===== config.mk =====
export PLATFORM = sky130hd
export DESIGN_NAME = ddrt_timing_ctl
export DESIGN_NICKNAME = d
export VERILOG_FILES = /design/src/hdl/ddrt_pkg.sv /design/src/hdl/ddrt_gap_cnt.sv /design/src/hdl/ddrt_timing_ctl.sv
export SDC_FILE = /design/constraint.sdc
export NUM_CORES = 1
export LEC_CHECK = 0
export ABC_AREA = 0
export BUFFER_PORTS_ARGS = -buffer_cell sky130_fd_sc_hd__clkbuf_2
export CORE_ASPECT_RATIO = 1.75
export CORE_MARGIN = 1
export CORE_UTILIZATION = 55
export DETAILED_ROUTE_END_ITERATION = 10
export GPL_TIMING_DRIVEN = 1
export PLACE_DENSITY_LB_ADDON = 0.25
export SLEW_MARGIN = 25
export SYNTH_ARGS = -nofsm -noshare
export SYNTH_HDL_FRONTEND = slang
export SYNTH_SLANG_ARGS = --single-unit

===== constraint.sdc =====
create_clock -name ref_clk -period 8.3 [get_ports ref_clk]
set_clock_uncertainty 0.15 [all_clocks]
set_input_delay 0.415 -clock ref_clk [delete_from_list [all_inputs] [get_ports ref_clk]]
set_output_delay 0.415 -clock ref_clk [all_outputs]
set_load 0.05 [all_outputs]

===== src/hdl/ddrt_pkg.sv =====
// constants and types shared by the DDR timing-parameter control block
package ddrt_pkg;

  // ----------------------------------------------------------------
  // register offsets (byte addresses)
  // ----------------------------------------------------------------
  localparam logic [7:0] TIMING_CFG_OFS = 8'h54;
  localparam logic [7:0] MODE_CTRL_OFS = 8'h58;

  // ----------------------------------------------------------------
  // timing configuration field positions
  // ----------------------------------------------------------------
  localparam int SUPER_BYPASS_WAIT_BIT = 31;
  localparam int CMD_BUS_COPY_A_DELAY_BIT = 30;
  localparam int CMD_BUS_COPY_B_DELAY_BIT = 29;
  localparam int READ_WAIT_BIT = 28;
  localparam int REGISTERED_MODULE_SELECT_BIT = 27;
  localparam int WRITE_TO_READ_DELAY_BIT = 26;
  localparam int WRITE_RECOVERY_TIME_LSB = 24;
  localparam int ACTIVATE_TO_ACTIVATE_OTHER_BANK_BIT = 23;
  localparam int IDLE_CYCLE_LIMIT_LSB = 16;
  localparam int PAGE_HIT_STREAK_CAP_LSB = 14;
  localparam int ROW_CYCLE_TIME_LSB = 9;
  localparam int PRECHARGE_TIME_LSB = 7;
  localparam int ROW_ACTIVE_TIME_LSB = 4;
  localparam int CAS_LATENCY_LSB = 2;
  localparam int ACTIVATE_TO_ACCESS_DELAY_LSB = 0;
  // reserved bits 22..19 and 13..12 read as zero
  localparam logic [31:0] TIMING_CFG_MASK = 32'hFF87CFFF;

  // mode/control register: init-start bit, write-one-to-set
  localparam int INIT_START_BIT = 25;
  localparam logic INIT_START_RESET = 1'b0;

  // ----------------------------------------------------------------
  // counter widths and special codes
  // ----------------------------------------------------------------
  localparam int GAP_W = 4;
  localparam int IDLE_W = 6;
  localparam int STREAK_W = 5;
  localparam logic [2:0] IDLE_DISABLE_CODE = 3'h7;

  // command kinds seen by the scheduler
  typedef enum logic [1:0] {CMD_ACT, CMD_RD, CMD_WR, CMD_PRE} ddrt_cmd_t;

endpackage : ddrt_pkg


===== src/hdl/ddrt_gap_cnt.sv =====
// saturating counter of clock cycles since the last event
`timescale 1ns/10ps
module ddrt_gap_cnt #(
  parameter int W = 4
) (
  input wire logic ref_clk,
  input wire logic rst_n,
  input wire logic hit,
  output logic [W-1:0] gap
);

  // reset to saturation so that no spacing is owed after reset
  always_ff @(posedge ref_clk) begin
    if (!rst_n) begin
      gap <= '1;
    end else if (hit) begin
      gap <= W'(1);
    end else if (gap != '1) begin
      gap <= gap + W'(1);
    end
  end

endmodule : ddrt_gap_cnt


===== src/hdl/ddrt_timing_ctl.sv =====
// DDR command timing scheduler with its timing configuration register
//
// Added by the designer: the address-and-strobe port.
`timescale 1ns/10ps

// What this block does
// - The timing register has no reset value; it is undefined until written.
// - One programmed timing set applies to every bank.
// - Super-bypass wait bit adds one wait state on every super-bypass read.
// - Read wait bit adds one wait state before read data returns.
// - Bit 30 adds extra output delay on command bus copy A.
// - Bit 29 adds extra output delay on command bus copy B.
// - Bit 27 selects unbuffered (0) or registered (1) modules.
// - Keep 1 or 2 clocks from last write data to next read.
// - Write recovery before precharge of same bank: 1, 2 or 3 clocks.
// - Activates to different banks spaced 2 or 3 clocks apart.
// - Precharge an idle open bank after programmed idle cycles; 111 disables.
// - At most 1, 4, 8 or 16 consecutive page hits before a non-hit.
// - Activate to activate of same bank at least field plus three cycles.
// - Precharge to activate of same bank waits 3, 2, 1 or 4 cycles.
// - Activate to precharge of same bank at least field plus two cycles.
// - CAS latency is 3, 2 or 2.5 cycles; code 11 reserved.
// - Read or write follows its activate by 1, 2, 3 or 4 cycles.
// - Setting init start begins initialization; software cannot clear it.
module ddrt_timing_ctl #(
  parameter int NUM_BANKS = 4,
  parameter int BANK_W = 2,
  parameter int DATA_W = 64
) (
  input wire logic ref_clk,
  input wire logic rst_n,
  input wire logic [7:0] regAddr,
  input wire logic [31:0] regWrData,
  input wire logic regWrStb,
  input wire logic regRdStb,
  output logic [31:0] regRdData,
  input wire logic reqValid,
  input wire ddrt_pkg::ddrt_cmd_t reqKind,
  input wire logic [BANK_W-1:0] reqBank,
  input wire logic reqPageHit,
  input wire logic altReqPending,
  output logic reqReady,
  input wire logic wrDataLast,
  output logic cmdValid,
  output ddrt_pkg::ddrt_cmd_t cmdKind,
  output logic [BANK_W-1:0] cmdBank,
  output logic cmdCopyADelay,
  output logic cmdCopyBDelay,
  output logic registeredModule,
  output logic [3:0] casHalfCycles,
  output logic initStart,
  input wire logic memRdValid,
  input wire logic [DATA_W-1:0] memRdData,
  output logic rdRetValid,
  output logic [DATA_W-1:0] rdRetData,
  input wire logic sbpRdValid,
  input wire logic [DATA_W-1:0] sbpRdData,
  output logic sbpRetValid,
  output logic [DATA_W-1:0] sbpRetData
);

  localparam int IDLE_W_L = ddrt_pkg::IDLE_W;
  localparam int GW = ddrt_pkg::GAP_W;

  // ----------------------------------------------------------------
  // field decoders
  // ----------------------------------------------------------------
  // reserved write-recovery code 01 is treated as the longest, 3 clocks
  function automatic logic [3:0] wrRecMin(input logic [1:0] code);
    unique case (code)
      2'b00: wrRecMin = 4'h1;
      2'b10: wrRecMin = 4'h2;
      default: wrRecMin = 4'h3;
    endcase
  endfunction : wrRecMin

  function automatic logic [3:0] rpMin(input logic [1:0] code);
    unique case (code)
      2'b00: rpMin = 4'h3;
      2'b01: rpMin = 4'h2;
      2'b10: rpMin = 4'h1;
      default: rpMin = 4'h4;
    endcase
  endfunction : rpMin

  function automatic logic [IDLE_W_L-1:0] idleLimit(input logic [2:0] code);
    unique case (code)
      3'h0: idleLimit = 6'h00;
      3'h1: idleLimit = 6'h08;
      3'h2: idleLimit = 6'h0C;
      3'h3: idleLimit = 6'h10;
      3'h4: idleLimit = 6'h18;
      3'h5: idleLimit = 6'h20;
      default: idleLimit = 6'h30;
    endcase
  endfunction : idleLimit

  function automatic logic [4:0] phCap(input logic [1:0] code);
    unique case (code)
      2'b00: phCap = 5'h01;
      2'b01: phCap = 5'h04;
      2'b10: phCap = 5'h08;
      default: phCap = 5'h10;
    endcase
  endfunction : phCap

  // latency in half clocks; reserved 11 falls back to the slowest, 3 clocks
  function automatic logic [3:0] casHalf(input logic [1:0] code);
    unique case (code)
      2'b01: casHalf = 4'h4;
      2'b10: casHalf = 4'h5;
      default: casHalf = 4'h6;
    endcase
  endfunction : casHalf

  logic [31:0] cfg_r;
  logic initStart_r;
  logic pend_r;
  ddrt_pkg::ddrt_cmd_t pendKind_r;
  logic [BANK_W-1:0] pendBank_r;
  logic pendPh_r;
  logic [NUM_BANKS-1:0] bankOpen_r;
  logic [IDLE_W_L-1:0] idleCnt_r;
  logic [ddrt_pkg::STREAK_W-1:0] streak_r;
  logic memRd1Valid_r;
  logic [DATA_W-1:0] memRd1Data_r;
  logic sbpRd1Valid_r;
  logic [DATA_W-1:0] sbpRd1Data_r;
  logic [GW-1:0] actGap [NUM_BANKS];
  logic [GW-1:0] rpGap [NUM_BANKS];
  logic [GW-1:0] wrGap [NUM_BANKS];
  logic [GW-1:0] actAllGap;
  logic [GW-1:0] wtrGap;
  logic [NUM_BANKS-1:0] preOk;
  logic [3:0] rcMinV, rasMinV, rcdMinV, rrdMinV, wtrMinV, wrMinV, rpMinV;
  logic [2:0] idleCode;
  logic timingOk, phHold, issueReq, idleHit, issueIdle, issueNow, reqTake;
  logic [BANK_W-1:0] idleBank, issueBank;
  ddrt_pkg::ddrt_cmd_t issueKind;

  // ----------------------------------------------------------------
  // register port
  // ----------------------------------------------------------------
  // no reset on purpose: contents stay unknown until software writes them
  always_ff @(posedge ref_clk) begin
    if (regWrStb && regAddr == ddrt_pkg::TIMING_CFG_OFS) begin
      cfg_r <= regWrData & ddrt_pkg::TIMING_CFG_MASK;
    end
  end

  // write-one-to-set; writing zero never clears it
  always_ff @(posedge ref_clk) begin
    if (!rst_n) begin
      initStart_r <= ddrt_pkg::INIT_START_RESET;
    end else if (regWrStb && regAddr == ddrt_pkg::MODE_CTRL_OFS &&
                 regWrData[ddrt_pkg::INIT_START_BIT]) begin
      initStart_r <= 1'b1;
    end
  end

  // read data stands only in the cycle after the strobe; unmapped reads zero
  always_ff @(posedge ref_clk) begin
    if (!rst_n || !regRdStb) begin
      regRdData <= 32'h0000_0000;
    end else if (regAddr == ddrt_pkg::TIMING_CFG_OFS) begin
      regRdData <= cfg_r;
    end else if (regAddr == ddrt_pkg::MODE_CTRL_OFS) begin
      regRdData <= {6'h00, initStart_r, 25'h0000000};
    end else begin
      regRdData <= 32'h0000_0000;
    end
  end

  // ----------------------------------------------------------------
  // decoded minimum spacings, shared by all banks
  // ----------------------------------------------------------------
  always_comb begin
    rcMinV = 4'(cfg_r[ddrt_pkg::ROW_CYCLE_TIME_LSB +: 3]) + 4'h3;
    rasMinV = 4'(cfg_r[ddrt_pkg::ROW_ACTIVE_TIME_LSB +: 3]) + 4'h2;
    rcdMinV = 4'(cfg_r[ddrt_pkg::ACTIVATE_TO_ACCESS_DELAY_LSB +: 2]) + 4'h1;
    rrdMinV = cfg_r[ddrt_pkg::ACTIVATE_TO_ACTIVATE_OTHER_BANK_BIT] ? 4'h3 : 4'h2;
    wtrMinV = cfg_r[ddrt_pkg::WRITE_TO_READ_DELAY_BIT] ? 4'h2 : 4'h1;
    wrMinV = wrRecMin(cfg_r[ddrt_pkg::WRITE_RECOVERY_TIME_LSB +: 2]);
    rpMinV = rpMin(cfg_r[ddrt_pkg::PRECHARGE_TIME_LSB +: 2]);
    idleCode = cfg_r[ddrt_pkg::IDLE_CYCLE_LIMIT_LSB +: 3];
  end

  // ----------------------------------------------------------------
  // per-bank spacing counters
  // ----------------------------------------------------------------
  genvar b;
  generate
    for (b = 0; b < NUM_BANKS; b++) begin : g_bank
      logic actHit, preHit, wrHit;
      assign actHit = issueNow && issueKind == ddrt_pkg::CMD_ACT && issueBank == BANK_W'(b);
      assign preHit = issueNow && issueKind == ddrt_pkg::CMD_PRE && issueBank == BANK_W'(b);
      assign wrHit = issueNow && issueKind == ddrt_pkg::CMD_WR && issueBank == BANK_W'(b);
      // same decoded minimums for every bank
      assign preOk[b] = actGap[b] >= rasMinV && wrGap[b] >= wrMinV;
      ddrt_gap_cnt #(.W(GW)) u_act (.ref_clk(ref_clk), .rst_n(rst_n), .hit(actHit),
        .gap(actGap[b]));
      ddrt_gap_cnt #(.W(GW)) u_pre (.ref_clk(ref_clk), .rst_n(rst_n), .hit(preHit),
        .gap(rpGap[b]));
      ddrt_gap_cnt #(.W(GW)) u_wr (.ref_clk(ref_clk), .rst_n(rst_n), .hit(wrHit),
        .gap(wrGap[b]));
      // open-row tracking
      always_ff @(posedge ref_clk) begin
        if (!rst_n || preHit) begin
          bankOpen_r[b] <= 1'b0;
        end else if (actHit) begin
          bankOpen_r[b] <= 1'b1;
        end
      end
    end
  endgenerate

  // any-bank activate spacing and write-data-to-read spacing
  ddrt_gap_cnt #(.W(GW)) u_act_all (.ref_clk(ref_clk), .rst_n(rst_n),
    .hit(issueNow && issueKind == ddrt_pkg::CMD_ACT), .gap(actAllGap));
  ddrt_gap_cnt #(.W(GW)) u_wtr (.ref_clk(ref_clk), .rst_n(rst_n), .hit(wrDataLast),
    .gap(wtrGap));

  // ----------------------------------------------------------------
  // issue decision
  // ----------------------------------------------------------------
  // pending command waits until every spacing is met
  always_comb begin
    unique case (pendKind_r)
      ddrt_pkg::CMD_ACT: timingOk = !bankOpen_r[pendBank_r] && actGap[pendBank_r] >= rcMinV &&
        rpGap[pendBank_r] >= rpMinV && actAllGap >= rrdMinV;
      ddrt_pkg::CMD_RD: timingOk = bankOpen_r[pendBank_r] && actGap[pendBank_r] >= rcdMinV &&
        wtrGap >= wtrMinV;
      ddrt_pkg::CMD_WR: timingOk = bankOpen_r[pendBank_r] && actGap[pendBank_r] >= rcdMinV;
      ddrt_pkg::CMD_PRE: timingOk = preOk[pendBank_r];
    endcase
  end

  // page hits yield once the streak reaches the cap and a miss waits
  assign phHold = pendPh_r && altReqPending &&
    streak_r >= phCap(cfg_r[ddrt_pkg::PAGE_HIT_STREAK_CAP_LSB +: 2]);
  // nothing reaches the memory before software has started initialization
  assign issueReq = initStart_r && pend_r && timingOk && !phHold;

  // lowest-numbered open bank is the idle precharge victim
  always_comb begin
    idleBank = '0;
    for (int i = NUM_BANKS - 1; i >= 0; i--) begin
      if (bankOpen_r[i]) begin
        idleBank = BANK_W'(i);
      end
    end
  end

  assign idleHit = initStart_r && !pend_r && !reqValid && idleCode != ddrt_pkg::IDLE_DISABLE_CODE &&
    idleCnt_r >= idleLimit(idleCode) && |bankOpen_r;
  assign issueIdle = idleHit && preOk[idleBank];
  assign issueNow = issueReq || issueIdle;
  assign issueKind = issueReq ? pendKind_r : ddrt_pkg::CMD_PRE;
  assign issueBank = issueReq ? pendBank_r : idleBank;
  assign reqTake = reqValid && reqReady;

  // one-deep holding stage; ready is registered so it trails issue by a cycle
  always_ff @(posedge ref_clk) begin
    if (!rst_n) begin
      pend_r <= 1'b0;
      reqReady <= 1'b0;
    end else begin
      pend_r <= reqTake || (pend_r && !issueReq);
      reqReady <= !(reqTake || (pend_r && !issueReq));
    end
  end

  always_ff @(posedge ref_clk) begin
    if (!rst_n) begin
      pendKind_r <= ddrt_pkg::CMD_ACT;
      pendBank_r <= '0;
      pendPh_r <= 1'b0;
    end else if (reqTake) begin
      pendKind_r <= reqKind;
      pendBank_r <= reqBank;
      pendPh_r <= reqPageHit;
    end
  end

  // idle cycles: no valid request presented and none held
  always_ff @(posedge ref_clk) begin
    if (!rst_n || reqValid || pend_r || issueIdle) begin
      idleCnt_r <= '0;
    end else if (idleCnt_r != '1) begin
      idleCnt_r <= idleCnt_r + IDLE_W_L'(1);
    end
  end

  // consecutive page-hit streak
  always_ff @(posedge ref_clk) begin
    if (!rst_n) begin
      streak_r <= '0;
    end else if (issueReq) begin
      if (!pendPh_r) begin
        streak_r <= '0;
      end else if (streak_r != '1) begin
        streak_r <= streak_r + ddrt_pkg::STREAK_W'(1);
      end
    end
  end

  // ----------------------------------------------------------------
  // command and pad-control outputs
  // ----------------------------------------------------------------
  always_ff @(posedge ref_clk) begin
    if (!rst_n) begin
      cmdValid <= 1'b0;
      cmdKind <= ddrt_pkg::CMD_ACT;
      cmdBank <= '0;
    end else begin
      cmdValid <= issueNow;
      cmdKind <= issueKind;
      cmdBank <= issueBank;
    end
  end

  // static settings follow the configuration; zero until the first clock after reset
  always_ff @(posedge ref_clk) begin
    if (!rst_n) begin
      cmdCopyADelay <= 1'b0;
      cmdCopyBDelay <= 1'b0;
      registeredModule <= 1'b0;
      casHalfCycles <= 4'h0;
    end else begin
      cmdCopyADelay <= cfg_r[ddrt_pkg::CMD_BUS_COPY_A_DELAY_BIT];
      cmdCopyBDelay <= cfg_r[ddrt_pkg::CMD_BUS_COPY_B_DELAY_BIT];
      registeredModule <= cfg_r[ddrt_pkg::REGISTERED_MODULE_SELECT_BIT];
      casHalfCycles <= casHalf(cfg_r[ddrt_pkg::CAS_LATENCY_LSB +: 2]);
    end
  end

  assign initStart = initStart_r;

  // ----------------------------------------------------------------
  // read return with optional wait state
  // ----------------------------------------------------------------
  // the extra stage is always loaded; the wait bit picks which stage drives out
  always_ff @(posedge ref_clk) begin
    if (!rst_n) begin
      memRd1Valid_r <= 1'b0;
      sbpRd1Valid_r <= 1'b0;
      rdRetValid <= 1'b0;
      sbpRetValid <= 1'b0;
    end else begin
      memRd1Valid_r <= memRdValid;
      sbpRd1Valid_r <= sbpRdValid;
      rdRetValid <= cfg_r[ddrt_pkg::READ_WAIT_BIT] ? memRd1Valid_r : memRdValid;
      sbpRetValid <= cfg_r[ddrt_pkg::SUPER_BYPASS_WAIT_BIT] ? sbpRd1Valid_r : sbpRdValid;
    end
  end

  always_ff @(posedge ref_clk) begin
    if (!rst_n) begin
      memRd1Data_r <= '0;
      sbpRd1Data_r <= '0;
      rdRetData <= '0;
      sbpRetData <= '0;
    end else begin
      memRd1Data_r <= memRdData;
      sbpRd1Data_r <= sbpRdData;
      rdRetData <= cfg_r[ddrt_pkg::READ_WAIT_BIT] ? memRd1Data_r : memRdData;
      sbpRetData <= cfg_r[ddrt_pkg::SUPER_BYPASS_WAIT_BIT] ? sbpRd1Data_r : sbpRdData;
    end
  end
endmodule : ddrt_timing_ctl


==> impl_metrics.toml <==
[status]
status = "finished clean"

[timing]
hold_violations = 0
rsz0062_at_grt = "false"
tightest_slew_ps = 1050
finalCritPeriodShare_pct = 51.5
fmax_ghz = 0.234
slew-limit-headroom_pct = 28.0
finalCriticalPeriod_ps = 4280
setup_viol = 0
worst_slack_ps = 4020
fin_tns_setup_ps = 0
slew_viol_final = 0

[detailed_routing]
drc = 0
drt_pass1_iterations = 5
totalWireLength_mm = 41.6
drtAntennaViolNets = 0
viasPerCell = 5.37
drt-wirelength-per-cell_um = 18.5
route.vias.total = 12037
drt-initial-drc-count = 661

[yosys]
synthCells = 1410
synthFlopType = "dfxtp_1"
yosysSeqAreaShare_pct = 55.3
synth_area_per_cell_um2 = 10.7
yosys_register_bits = 402
ys_types = 61
yosys_warnings = 0
syn-cell-area_um2 = 15000
synthArstFlopShare_pct = 0
synth_edf_count = 26

[power]
leakage_nw = 9.07
p_switching_mw = 1.37
seq_power_share_pct = 45.8
peakVddDrop_mv = 0.198
p_int_mw = 3.56
powerDensity_nw_per_um2 = 250
swShare_pct = 27.8
power_frac_comb_pct = 19.5
clkPwrFrac_pct = 34.7

[placement]
place.port_buffers = 344
hpwl_mm = 26.4
placed_cell_area_um2 = 16900
gp_congestion = 0.930
post-place-ws_ps = 4120

[grt]
grt_pass1_wl_mm = 64.3
grt_start_max_net_pins = 93
track_usage_pct = 29.4
grt_pass1_vias = 12600
overflow = 0
antenna_found_initial = 0

[setup_path]
rr_startpoint = "pendBank_r[0]$_SDFFE_PN0P_"
end_kind = "flop"
critical_path_arrival_ps = 4520
worst_r2r_path_depth = 10
path_class = "reg2reg"
cp_max_fo = 18
crit_path_start_kind = "flop"
crit_required_ps = 8550
worstSetupStartpoint = "pendBank_r[0]$_SDFFE_PN0P_"

[layout]
syn_to_final_growth_pct = 31.4
final_nets = 2135
final_cell_area_um2 = 19700
drive_above_1_share_pct = 23.0

[cts]
post_cts_buffers = 0
clk_pin_slew_ps = 70
cts.sinks = 402
cts_made_buffers = 37
postCtsResizedCells = 0
ctsHoldBuffers = 161
clock_latency_ps = 520
root_buffer = "clkbuf_16"
cts_buffer_depth = 3
cts_tree = "done"
htreeDepth = 2

[job]
maxCapViolCount = 0

[floorplan]
row_count = 79
die-height_um = 221
start_util_pct = 56.3
dieWidth_um = 127
core_area_um2 = 26700
design.portCount = 358
dieArea_um2 = 28000

[hold_path]
hp-class = "in2reg"
min_delay_path_depth = 3
worstHoldStart = "reqKind[1]"
## worst max-delay path, stage by stage, from the launching register on
cell and delay, ps:
dfxtp_1 810, mux4_2 580, inv_1 120, ha_1 240
or3b_2 450, a211o_1 320, a311oi_2 250, a31oi_1 100
nand3b_1 470, o21ai_1 270, or3_1 380
## kinds of logic after synthesis
kind of cell	Yosys count	share of synthesized area (%)
other	1	0.0250
buffers and inverters	109	3.06
muxes	168	12.1
and+or+nand+nor	509	17.7
DFF	402	55.3
AOI/OAI and AO/OA	140	5.60
adders and majority gates	63	5.25
xor gates and xnor gates	18	1.05
## per-stage QoR
step                total power, mW  std cells  utilization (%)  hold slack [ps]
detailed placement             3.17       2014             63.3              304
CTS                            4.93       2240             74.0             11.1
global route                   5.15       2240             74.0             46.1
global placement               3.13       2014             63.3              294
finish                         4.93       2241             74.0             34.1
floorplan                      2.94       1416                -              289
## flip-flops by register name, indices dropped and copies added (netlist names), 16 cells and up
signal            flops
memRd1Data_r         64
rdRetData            64
sbpRd1Data_r         64
sbpRetData           64
cfg_r                26
regRdData            26
g_bank.u_act.gap     16
g_bank.u_pre.gap     16
g_bank.u_wr.gap      16
## path summary, 6_finish.rpt
| check | to | slack (ps) |
|---|---|---|
| max | g_bank[3].u_pre.gap[0]$_SDFFE_PP1P_ | 4020 |
| min | pendKind_r[1]$_SDFFE_PN0P_ | 30 |
| max reg2reg | g_bank[3].u_pre.gap[0]$_SDFFE_PP1P_ | 4020 |
| min reg2reg | sbpRetData[61]$_SDFF_PN0_ | 320 |
## Yosys cell counts (4+ instances only)
master,instances,area (um2)
nand3b_1,15,113
nor2_1,175,657
a21oi_1,17,85.1
buf_1,4,15.0
and2_1,156,976
xnor2_1,12,105
a2111oi_0,8,70.1
mux2_2,14,158
clkbuf_1,59,221
mux4_2,9,203
and3_1,6,37.5
ha_1,63,788
nand2_1,29,109
nor3b_1,4,30.0
o21ai_0,78,390
a31oi_1,6,37.5
xor2_1,6,52.6
nor2b_1,7,43.8
nand2b_1,20,125
nand3_1,46,230
or4_1,4,30.0
inv_1,34,128
or3_1,14,87.6
o21a_1,4,30.0
mux2i_1,145,1450
edfxtp_1,26,781
dfxtp_1,376,7530
a211oi_1,6,45.0
buf_4,7,52.6
nor3_1,17,85.1
## power by group through the flow
stage                     sequential, mW  clock, mW  combinational, mW
final                               2.25       1.71              0.963
after global routing                2.27       1.81               1.07
after CTS                           2.25       1.73              0.956
after detailed placement            2.29          0              0.883
after global placement              2.28          0              0.843
after floorplan                     2.36          0              0.585
## cells in the final DEF (no fill, tap or decap), drive strengths merged, types with 7 or more instances in the layout
cell type and count:
a2111oi 8, a21oi 17, and2 156, clkbuf 399, conb 7, dfxtp 376, dlygate4sd3 161, edfxtp 26
ha 63, inv 35, mux2 14, mux2i 145, mux4 9, nand2 29, nand2b 20, nand3 46
nand3b 15, nor2 175, nor2b 7, nor3 17, o21ai 80, or3 14, xnor2 12
## area by class of cell
class	count	area (um2)
multi-input cells	905	6300
repair buffers	510	3370
well taps	324	405
clock buffers	56	1140
flip-flops and latches	402	8310
fillers	1766	6950
diodes	1	2.50
clock inverters	9	85.1
inverters	34	130
## routing by layer
metal	part of all wire (%)	wire length, um	global-route usage (%)
met1	35	14600	29.0
met2	53	22200	55.9
met3	5.7	2360	6.21
met4	5.9	2460	17.9
met5	0	0	0
Power figures use the tool's default switching activity.
